<file path="src/core/mcrc_pkg.sv">
/*
 * Constants for the motor controller command and debug register bank:
 * byte offsets, field positions, widths and reset values.
 * Assumes a byte-addressed register port with 8-bit offsets.
 */
package mcrc_pkg;

    // ****************************************************************
    // Register offsets
    // ****************************************************************
    localparam logic [7:0] MCRC_OFF_DEV_CMD = 8'hea;
    localparam logic [7:0] MCRC_OFF_ALGO_A  = 8'hec;
    localparam logic [7:0] MCRC_OFF_ALGO_B  = 8'hee;
    localparam logic [7:0] MCRC_OFF_CUR_PI  = 8'hf0;
    localparam logic [7:0] MCRC_OFF_SPD_PI  = 8'hf2;

    // ****************************************************************
    // Reset values
    // ****************************************************************
    localparam logic [31:0] MCRC_RST_WORD  = 32'h00000000;
    localparam logic [7:0]  MCRC_RST_KEY   = 8'h00;
    localparam logic [8:0]  MCRC_RST_ANGLE = 9'h000;
    localparam logic [14:0] MCRC_RST_SPEED = 15'h0000;
    localparam logic [9:0]  MCRC_RST_IQ    = 10'h000;
    localparam logic [3:0]  MCRC_RST_FORCE = 4'h0;

    // ****************************************************************
    // Device command word fields
    // ****************************************************************
    localparam int MCRC_DC_SAVE_BIT   = 31;
    localparam int MCRC_DC_RELOAD_BIT = 30;
    localparam int MCRC_DC_FCLR_BIT   = 29;
    localparam int MCRC_DC_RCLR_BIT   = 28;
    localparam int MCRC_DC_KEY_MSB    = 27;
    localparam int MCRC_DC_KEY_LSB    = 20;
    localparam int MCRC_DC_ANG_MSB    = 19;
    localparam int MCRC_DC_ANG_LSB    = 11;
    localparam int MCRC_DC_TICKLE_BIT = 10;

    // Angle wrap
    localparam logic [8:0] MCRC_FULL_TURN = 9'h168;

    // ****************************************************************
    // Algorithm debug word A fields
    // ****************************************************************
    localparam int MCRC_AA_OVR_BIT    = 31;
    localparam int MCRC_AA_SPD_MSB    = 30;
    localparam int MCRC_AA_SPD_LSB    = 16;
    localparam int MCRC_AA_OPEN_BIT   = 15;
    localparam int MCRC_AA_FORCE_MSB  = 14;
    localparam int MCRC_AA_FORCE_LSB  = 11;
    localparam int MCRC_AA_ASRC_BIT   = 10;
    localparam int MCRC_AA_IQ_MSB     = 9;
    localparam int MCRC_AA_IQ_LSB     = 0;

endpackage : mcrc_pkg

</file>
<file path="src/core/mcrc_regs.sv">
/*
 * Command and debug register bank of the motor controller: one-shot
 * configuration save and reload requests, fault clears, keepalive
 * tickle, forced alignment angle, speed source override and the
 * debug and loop gain words.
 * Assumes the serial front end and the algorithm engine run on MCLK,
 * so no input here needs synchronising.
 */
//
// Summary of operation
// - Save bit one with matching key requests configuration store
// - Reload bit one requests default configuration load
// - Bits 29/28 pulse fault and retry clears
// - Write key field write-only, reads zero
// - Forced angle applied modulo 360 degrees
// - Device clears tickle bit once consumed
// - Debug words at ECh, EEh, reset zero
// - Gain words at F0h, F2h, reset zero
// - Debug word A write-only fields, zero reset
// - Override selects digital or input speed
// - Source select picks forced or stored angle
`timescale 1ns/1ns
module mcrc_regs
    import mcrc_pkg::*;
#(
    // Arbitrary neutral default for the save access key
    parameter logic [7:0] NVM_KEY_EXPECTED = 8'ha5
)
(
    // Clock and reset
    input  wire logic        MCLK,
    input  wire logic        RST,
    // Register port
    input  wire logic        REG_WR,
    input  wire logic        REG_RD,
    input  wire logic [7:0]  REG_ADDR,
    input  wire logic [31:0] REG_WDATA,
    output logic      [31:0] REG_RDATA,
    output logic             REG_RVALID,
    // Nonvolatile memory engine
    output logic             NVM_SAVE_REQ,
    output logic             NVM_RELOAD_REQ,
    output logic      [7:0]  NVM_SAVE_KEY,
    input  wire logic        NVM_DONE,
    // Fault handling
    output logic             FAULT_CLEAR_ALL,
    output logic             RETRY_COUNTER_CLEAR,
    // Host keepalive
    output logic             KEEPALIVE_PENDING,
    input  wire logic        KEEPALIVE_ACK,
    // Speed command
    input  wire logic [14:0] SPEED_INPUT_CMD,
    output logic      [14:0] SPEED_CMD,
    output logic             SPEED_OVERRIDE,
    // Alignment and forcing
    input  wire logic [8:0]  ALIGN_ANGLE_STORED,
    output logic      [8:0]  ALIGN_ANGLE_APPLIED,
    output logic             OPEN_LOOP_SELECT,
    output logic      [3:0]  FORCE_STATE_EN,
    output logic             ALIGN_ANGLE_SOURCE_SELECT,
    output logic      [9:0]  FORCED_TORQUE_CURRENT_REF,
    // Debug and gain words
    output logic      [31:0] ALGO_DEBUG_B,
    output logic      [31:0] CURRENT_LOOP_GAINS,
    output logic      [31:0] SPEED_LOOP_GAINS
);

    // ****************************************************************
    // Address decode
    // ****************************************************************
    wire logic hit_dev   = (REG_ADDR == MCRC_OFF_DEV_CMD);
    wire logic hit_alga  = (REG_ADDR == MCRC_OFF_ALGO_A);
    wire logic hit_algb  = (REG_ADDR == MCRC_OFF_ALGO_B);
    wire logic hit_cur   = (REG_ADDR == MCRC_OFF_CUR_PI);
    wire logic hit_spd   = (REG_ADDR == MCRC_OFF_SPD_PI);

    wire logic wr_dev    = REG_WR & hit_dev;
    wire logic wr_alga   = REG_WR & hit_alga;
    wire logic wr_algb   = REG_WR & hit_algb;
    wire logic wr_cur    = REG_WR & hit_cur;
    wire logic wr_spd    = REG_WR & hit_spd;

    // ****************************************************************
    // Device command word
    // ****************************************************************
    wire logic [7:0] wr_key   = REG_WDATA[MCRC_DC_KEY_MSB:MCRC_DC_KEY_LSB];
    wire logic [8:0] wr_angle = REG_WDATA[MCRC_DC_ANG_MSB:MCRC_DC_ANG_LSB];

    wire logic key_ok     = (wr_key == NVM_KEY_EXPECTED);
    wire logic save_set   = wr_dev & REG_WDATA[MCRC_DC_SAVE_BIT] & key_ok;
    wire logic reload_set = wr_dev & REG_WDATA[MCRC_DC_RELOAD_BIT];
    wire logic tickle_set = wr_dev & REG_WDATA[MCRC_DC_TICKLE_BIT];

    logic       save_pend_q;
    logic       save_pend_d;
    logic       reload_pend_q;
    logic       reload_pend_d;
    logic       save_req_q;
    logic       reload_req_q;
    logic [7:0] key_q;
    logic       fclr_q;
    logic       rclr_q;
    logic [8:0] angle_q;
    logic       tickle_q;
    logic       tickle_d;

    // Pending bits read back high until the engine reports done
    assign save_pend_d   = save_set   | (save_pend_q   & ~NVM_DONE);
    assign reload_pend_d = reload_set | (reload_pend_q & ~NVM_DONE);
    assign tickle_d      = tickle_set | (tickle_q & ~KEEPALIVE_ACK);

    always_ff @(posedge MCLK or posedge RST)
    begin
        if (RST)
        begin
            save_pend_q   <= 1'b0;
            reload_pend_q <= 1'b0;
            save_req_q    <= 1'b0;
            reload_req_q  <= 1'b0;
            tickle_q      <= 1'b0;
        end
        else
        begin
            save_pend_q   <= save_pend_d;
            reload_pend_q <= reload_pend_d;
            save_req_q    <= save_set;
            reload_req_q  <= reload_set;
            tickle_q      <= tickle_d;
        end
    end

    always_ff @(posedge MCLK or posedge RST)
    begin
        if (RST)
        begin
            fclr_q <= 1'b0;
            rclr_q <= 1'b0;
        end
        else
        begin
            fclr_q <= wr_dev & REG_WDATA[MCRC_DC_FCLR_BIT];
            rclr_q <= wr_dev & REG_WDATA[MCRC_DC_RCLR_BIT];
        end
    end

    // key held for engine, never read back
    always_ff @(posedge MCLK or posedge RST)
    begin
        if (RST)
        begin
            key_q   <= MCRC_RST_KEY;
            angle_q <= MCRC_RST_ANGLE;
        end
        else if (wr_dev)
        begin
            key_q   <= wr_key;
            angle_q <= wr_angle;
        end
    end

    // ****************************************************************
    // Algorithm debug word A
    // ****************************************************************
    logic        ovr_q;
    logic [14:0] dspeed_q;
    logic        open_q;
    logic [3:0]  force_q;
    logic        asrc_q;
    logic [9:0]  iq_q;

    always_ff @(posedge MCLK or posedge RST)
    begin
        if (RST)
        begin
            ovr_q    <= 1'b0;
            dspeed_q <= MCRC_RST_SPEED;
            open_q   <= 1'b0;
            force_q  <= MCRC_RST_FORCE;
            asrc_q   <= 1'b0;
            iq_q     <= MCRC_RST_IQ;
        end
        else if (wr_alga)
        begin
            ovr_q    <= REG_WDATA[MCRC_AA_OVR_BIT];
            dspeed_q <= REG_WDATA[MCRC_AA_SPD_MSB:MCRC_AA_SPD_LSB];
            open_q   <= REG_WDATA[MCRC_AA_OPEN_BIT];
            force_q  <= REG_WDATA[MCRC_AA_FORCE_MSB:MCRC_AA_FORCE_LSB];
            asrc_q   <= REG_WDATA[MCRC_AA_ASRC_BIT];
            iq_q     <= REG_WDATA[MCRC_AA_IQ_MSB:MCRC_AA_IQ_LSB];
        end
    end

    // ****************************************************************
    // Word registers B, current and speed gains
    // ****************************************************************
    logic [31:0] algb_q;
    logic [31:0] cur_q;
    logic [31:0] spd_q;

    always_ff @(posedge MCLK or posedge RST)
    begin
        if (RST)
            algb_q <= MCRC_RST_WORD;
        else if (wr_algb)
            algb_q <= REG_WDATA;
    end

    always_ff @(posedge MCLK or posedge RST)
    begin
        if (RST)
        begin
            cur_q <= MCRC_RST_WORD;
            spd_q <= MCRC_RST_WORD;
        end
        else
        begin
            if (wr_cur)
                cur_q <= REG_WDATA;
            if (wr_spd)
                spd_q <= REG_WDATA;
        end
    end

    // ****************************************************************
    // Speed and angle selection
    // ****************************************************************
    // wrap angle to one turn
    wire logic       angle_wrap = (angle_q >= MCRC_FULL_TURN);
    wire logic [8:0] angle_mod  = angle_wrap ? (angle_q - MCRC_FULL_TURN) : angle_q;
    wire logic [8:0] angle_sel  = asrc_q ? angle_mod : ALIGN_ANGLE_STORED;
    wire logic [14:0] speed_sel = ovr_q ? dspeed_q : SPEED_INPUT_CMD;

    logic [14:0] speed_q;
    logic [8:0]  align_q;

    always_ff @(posedge MCLK or posedge RST)
    begin
        if (RST)
        begin
            speed_q <= MCRC_RST_SPEED;
            align_q <= MCRC_RST_ANGLE;
        end
        else
        begin
            speed_q <= speed_sel;
            align_q <= angle_sel;
        end
    end

    // ****************************************************************
    // Read back
    // ****************************************************************
    // key, angle and clears read zero
    wire logic [31:0] dev_rd = {save_pend_q, reload_pend_q, 19'h00000,
                                tickle_q, 10'h000};
    // Write-only words and unmapped offsets read zero
    wire logic [31:0] rd_mux = hit_dev  ? dev_rd :
                               hit_algb ? algb_q :
                               hit_cur  ? cur_q  :
                               hit_spd  ? spd_q  : MCRC_RST_WORD;

    logic [31:0] rdata_q;
    logic        rvalid_q;

    always_ff @(posedge MCLK or posedge RST)
    begin
        if (RST)
        begin
            rdata_q  <= MCRC_RST_WORD;
            rvalid_q <= 1'b0;
        end
        else
        begin
            rvalid_q <= REG_RD;
            if (REG_RD)
                rdata_q <= rd_mux;
        end
    end

    // ****************************************************************
    // Outputs
    // ****************************************************************
    assign REG_RDATA                 = rdata_q;
    assign REG_RVALID                = rvalid_q;
    assign NVM_SAVE_REQ              = save_req_q;
    assign NVM_RELOAD_REQ            = reload_req_q;
    assign NVM_SAVE_KEY              = key_q;
    assign FAULT_CLEAR_ALL           = fclr_q;
    assign RETRY_COUNTER_CLEAR       = rclr_q;
    assign KEEPALIVE_PENDING         = tickle_q;
    assign SPEED_CMD                 = speed_q;
    assign SPEED_OVERRIDE            = ovr_q;
    assign ALIGN_ANGLE_APPLIED       = align_q;
    assign OPEN_LOOP_SELECT          = open_q;
    assign FORCE_STATE_EN            = force_q;
    assign ALIGN_ANGLE_SOURCE_SELECT = asrc_q;
    assign FORCED_TORQUE_CURRENT_REF = iq_q;
    assign ALGO_DEBUG_B              = algb_q;
    assign CURRENT_LOOP_GAINS        = cur_q;
    assign SPEED_LOOP_GAINS          = spd_q;

endmodule : mcrc_regs

</file>
<file path="config.mk">
export PLATFORM = sky130hd
export DESIGN_NAME = mcrc_regs
export DESIGN_NICKNAME = d
export VERILOG_FILES = /design/src/core/mcrc_pkg.sv /design/src/core/mcrc_regs.sv
export SDC_FILE = /design/constraint.sdc
export NUM_CORES = 1
export LEC_CHECK = 0
export BUFFER_PORTS_ARGS = -buffer_cell sky130_fd_sc_hd__buf_2
export CORE_ASPECT_RATIO = 0.75
export CORE_UTILIZATION = 45
export CTS_BUF_LIST = sky130_fd_sc_hd__clkbuf_2 sky130_fd_sc_hd__clkbuf_4 sky130_fd_sc_hd__clkbuf_8
export DETAILED_ROUTE_END_ITERATION = 7
export GPL_TIMING_DRIVEN = 0
export PLACE_DENSITY = 0.71
export SLEW_MARGIN = 30
export SYNTH_ARGS = -nofsm -noshare
export SYNTH_HDL_FRONTEND = slang
export SYNTH_SLANG_ARGS = --single-unit
</file>
<file path="constraint.sdc">
create_clock -name MCLK -period 9.3 [get_ports MCLK]
set_input_delay 0.93 -clock MCLK [delete_from_list [all_inputs] [get_ports MCLK]]
set_output_delay 0.93 -clock MCLK [all_outputs]
set_load 0.05 [all_outputs]
</file>
; Word level (Yosys, flattened, before mapping)
; Cells that the tools add are included.
[op_classes]
n_addsub = 1
mul = 0
div_mod_pow = 0
magnitude_cmp = 1
eq_ne = 6
shifts = 0
muxes = 7
bitwise_logic = 19
reduce_logical = 0
[ops]
columns = cell, n
row1 = $mux W32, 4
row2 = $eq A8 B8 Y1 const B, 6
row3 = $mux W9, 2
row4 = $mux W15, 1
row5 = $and A1 B1 Y1, 14
row6 = $ge A9 B9 Y1 const B, 1
row7 = $sub A9 B9 Y9 const B, 1
row8 = $or A1 B1 Y1, 3
row9 = $not A1 Y1, 2
[word_totals]
ff_bits = 209
latchBits = 0
ramBits = 0
romBits = 0
input_bits = 70
out_inout_bits = 183
elab_cells = 56
memories = 0

; Logic depth before layout (Yosys ltp)
[logic_depth]
word_depth = 5
depth_mapped = 7
depth_no_buf = 5

; Worst setup path before layout
; No wires, ideal clock.
[synth_path]
kind = input to register
start = input port REG_ADDR[1]
end = register key_q[0], in the netlist NVM_SAVE_KEY[0]
setup_time_ns = 0.125
t_arrival_ns = 2.022
slack_ns = 7.153
cell_stages = 5
path_buffers = 2
cell_sequence = buf_2 -> and3b_1 -> nand3_1 -> buf_2 -> mux2_2
[synth_between]
elab_chain_len = 2
[synth_rtl]
columns = item, line_no
row1 = from (decl), mcrc_regs.sv:36  ; input wire logic [7:0] REG_ADDR,
row2 = $eq A8 B8 Y1, mcrc_regs.sv:71  ; wire logic hit_dev = (REG_ADDR == MCRC_OFF_DEV_CMD);
row3 = $and A1 B1 Y1, mcrc_regs.sv:77  ; wire logic wr_dev = REG_WR & hit_dev;
row4 = to (signal assigned), mcrc_regs.sv:156  ; key_q <= wr_key;
row5 = to (decl), mcrc_regs.sv:100  ; logic [7:0] key_q;
; No other way between the ends.
; A chain may end at the register's enable or synchronous reset.

; Worst setup path after layout
[layout_path]
start = register spd_q[16], in the netlist SPEED_LOOP_GAINS[16]
end = output port SPEED_LOOP_GAINS[16]
[layout_rtl]
columns = item, line_no
row1 = from (decl), mcrc_regs.sv:198  ; logic [31:0] spd_q;
row2 = from (signal assigned), mcrc_regs.sv:213  ; spd_q <= MCRC_RST_WORD;
row3 = from (signal assigned), mcrc_regs.sv:220  ; spd_q <= REG_WDATA;
row4 = to (decl), mcrc_regs.sv:65  ; output logic [31:0] SPEED_LOOP_GAINS
; No word-level cell between the ends.

==> impl_metrics.tcl <==
set metrics [dict create \
    crit_buf_inv 1 \
    clock_sinks 209 \
    routedWlPerCell_um 19.7 \
    rsz0062_at_grt "false" \
    fin_cells 1166 \
    skew_ns 0.00531 \
    slew-limit-headroom 0.408 \
    power_mw 2.07 \
    die_area_sq_um 19500 \
    via_per_inst 5.25 \
    drcViolationCount 0 \
    grt_max_degree 92 \
    avgSynthCellArea_sq_um 13.9 \
    cts_buffer_depth 3 \
    hpwl_um 16400 \
    worst_ep_required_time_ns 8.37 \
    synth_most_common_cell "dfrtp_1" \
    status "finished clean" \
    async_flop_share 1.00 \
    post-cts-setup-buffer-count 0 \
    r2r_start "SPEED_OVERRIDE" \
    die_h_um 121 \
    slowest_stage "dfrtp_1" \
    antenna_found_initial 2 \
    ant_nets 0 \
    critPathTopFamily "flip-flops" \
    crit_arrival_ns 1.25 \
    cp_cell_sequence "buf_2" \
    setup_viol 0 \
    tns_ns 0 \
    min_period_ns 2.18 \
    clkLatencyLatePin_ns 0.54 \
    synthesis.nets 682 \
    nets 967 \
    multi_input_area_sq_um 2970 \
    drt_wl_total_um 23000 \
    rows 43 \
    fin_hold_ws_ns 0.368 \
    dr_total_vias 6121 \
    clk_pin_slew_ns 0.07 \
    htreeDepth 1 \
    powerDensity_nw_per_um2 190 \
    hp-class "in -> async" \
    core-area_sq_um 18500 \
    postCtsResizedCells 0 \
    tightest_slew_ns 0.888 \
    ys_types 38 \
    vdd_ir_drop_max_uv 139 \
    max_freq_mhz 458 \
    ys_top_cells_by_count "209 x dfrtp_1, 160 x mux2_2, 44 x inv_1, 36 x nand2_1, 33 x mux2i_1" \
    grt_pass1_wl_um 35300 \
    fin_crit_sh 0.235 \
    cp-end-kind "primary output" \
    synth_area_sq_um 8500 \
    cts-hold-fix-buffers 0 \
    drtPass1Iterations 6 \
    crit_fanout 3 \
    worstRegToRegCells 3 \
    syn2layout_area_growth_pct 27.5 \
    ys_warn_count 0 \
    drive_gt1_frac 0.533 \
    grt_pass1_vias 6117 \
    start_kind "register" \
    start_util 0.460 \
    leakage_nw 5.91 \
    port_buffers 250 \
    dieWidth_um 161 \
    clockRootBuffer "clkbuf_8" \
    place.gp.congestion 0.836 \
    grt_remaining_overflow 0 \
    worstSetupStartpoint "SPEED_LOOP_GAINS[16]" \
    dp.cells 1110 \
    yosysSeqAreaShare 0.615 \
    rrSetupSlack_ns 7.38 \
    drtIter0Drc 320 \
    regArea_sq_um 5230 \
    cts_buffers 31 \
    synth_ff_type "dfrtp_1" \
    yosysTopAreaCellShare 0.615 \
    worstReg2RegEnd "SPEED_CMD[6]" \
    drv_cap 0 \
    syn_inst 611 \
    ys_ff_latch 209 \
    critPathKind "reg -> out" \
    num_io_pins 253 \
    finalMaxSlewViolations 0 \
    hold_violations 0 \
    critPathMaxStageDelay_ns 0.42 \
    fill_cells 1553 \
    synth_top_area_cell "dfrtp_1" \
    tritoncts "done" \
    synth-edff-count 0 \
    synth_area_leaders "dfrtp_1 61%, mux2_2 21%, mux2i_1 3.9%" \
    track_usage 0.238 \
]
sequential cells by signal (all words and copies together) (netlist names), 4 cells and up:
name	cells
ALGO_DEBUG_B	32
ALIGN_ANGLE_APPLIED	9
CURRENT_LOOP_GAINS	32
FORCED_TORQUE_CURRENT_REF	10
FORCE_STATE_EN	4
NVM_SAVE_KEY	8
REG_RDATA	32
SPEED_CMD	15
SPEED_LOOP_GAINS	32
angle_q	9
dspeed_q	15
kinds of logic after synthesis:
family / count (synthesis) / share of synthesized area
DFF: 209 / 0.615
muxes: 195 / 0.253
buffers and inverters: 75 / 0.0358
and+or+nand+nor: 73 / 0.0418
AOI/OAI and AO/OA: 58 / 0.0527
adders and majority gates: 1 / 0.00147
worst max-delay path by stage:
stage / depth (start not counted) / endpoint / slack (ns)
2_1_floorplan: 1 / ALGO_DEBUG_B[0] / 2.66
3_3_place_gp: 2 / CURRENT_LOOP_GAINS[25] / 0.26
3_5_place_dp: 6 / REG_RDATA[24] / 6.64
4_1_cts: 1 / SPEED_LOOP_GAINS[16] / 7.08
5_1_grt: 6 / REG_RDATA[22] / 7.06
6_report: 1 / SPEED_LOOP_GAINS[16] / 7.12
metal layers:
metal	GRT usage	vias up	part of all wire
li1	-	2746	-
met2	0.364	217	0.44
met3	0.0540	40	0.068
met4	0.0643	0	0.021
met5	0	-	0
met1	0.341	3118	0.47
cell type report:
type	count	share of cell area
flip-flops and latches	209	0.482
multi-input cells	327	0.274
repair buffers	252	0.120
clock buffers	53	0.0627
well taps	247	0.0285
inverters	44	0.0159
plain buffers	31	0.0128
clock inverters	2	0.00323
diodes	1	0.000231
where the power goes:
part / total [mW] / switching (mW) / internal (mW) / leakage [nW]
sequential: 0.971 / 0.0248 / 0.946 / 2.85
combinational: 0.263 / 0.189 / 0.0731 / 2.68
clock: 0.832 / 0.348 / 0.483 / 0.378
layout by cell type (no fill, tap or decap), types with 2 or more instances in the layout:
master,netlist,final
buf_2,18,268
dfrtp_1,209,209
mux2_2,160,160
clkbuf_8,0,45
inv_1,44,43
nand2_1,36,36
mux2i_1,33,33
o221ai_1,29,29
nor2_1,12,12
clkbuf_1,10,10
o21ai_0,9,9
clkbuf_4,0,8
a21oi_1,5,5
nand3_1,4,4
a31oi_1,4,4
nor3_1,3,3
or3_1,3,3
o22ai_1,3,3
buf_1,3,3
nor2b_1,3,3
nor3b_1,2,2
mux2_1,2,2
nand3b_1,2,2
buf_16,0,2
through the flow:
step / setup slack, ns / area (sq um) / util
after global routing: 7.06 / 10800 / 0.586
after CTS: 7.08 / 10800 / 0.586
after floorplan: 2.66 / 8500 / -
final: 7.12 / 10800 / 0.586
after detailed placement: 6.64 / 10100 / 0.547
after global placement: 0.263 / 10100 / 0.544
(Power assumes the default switching activity.)
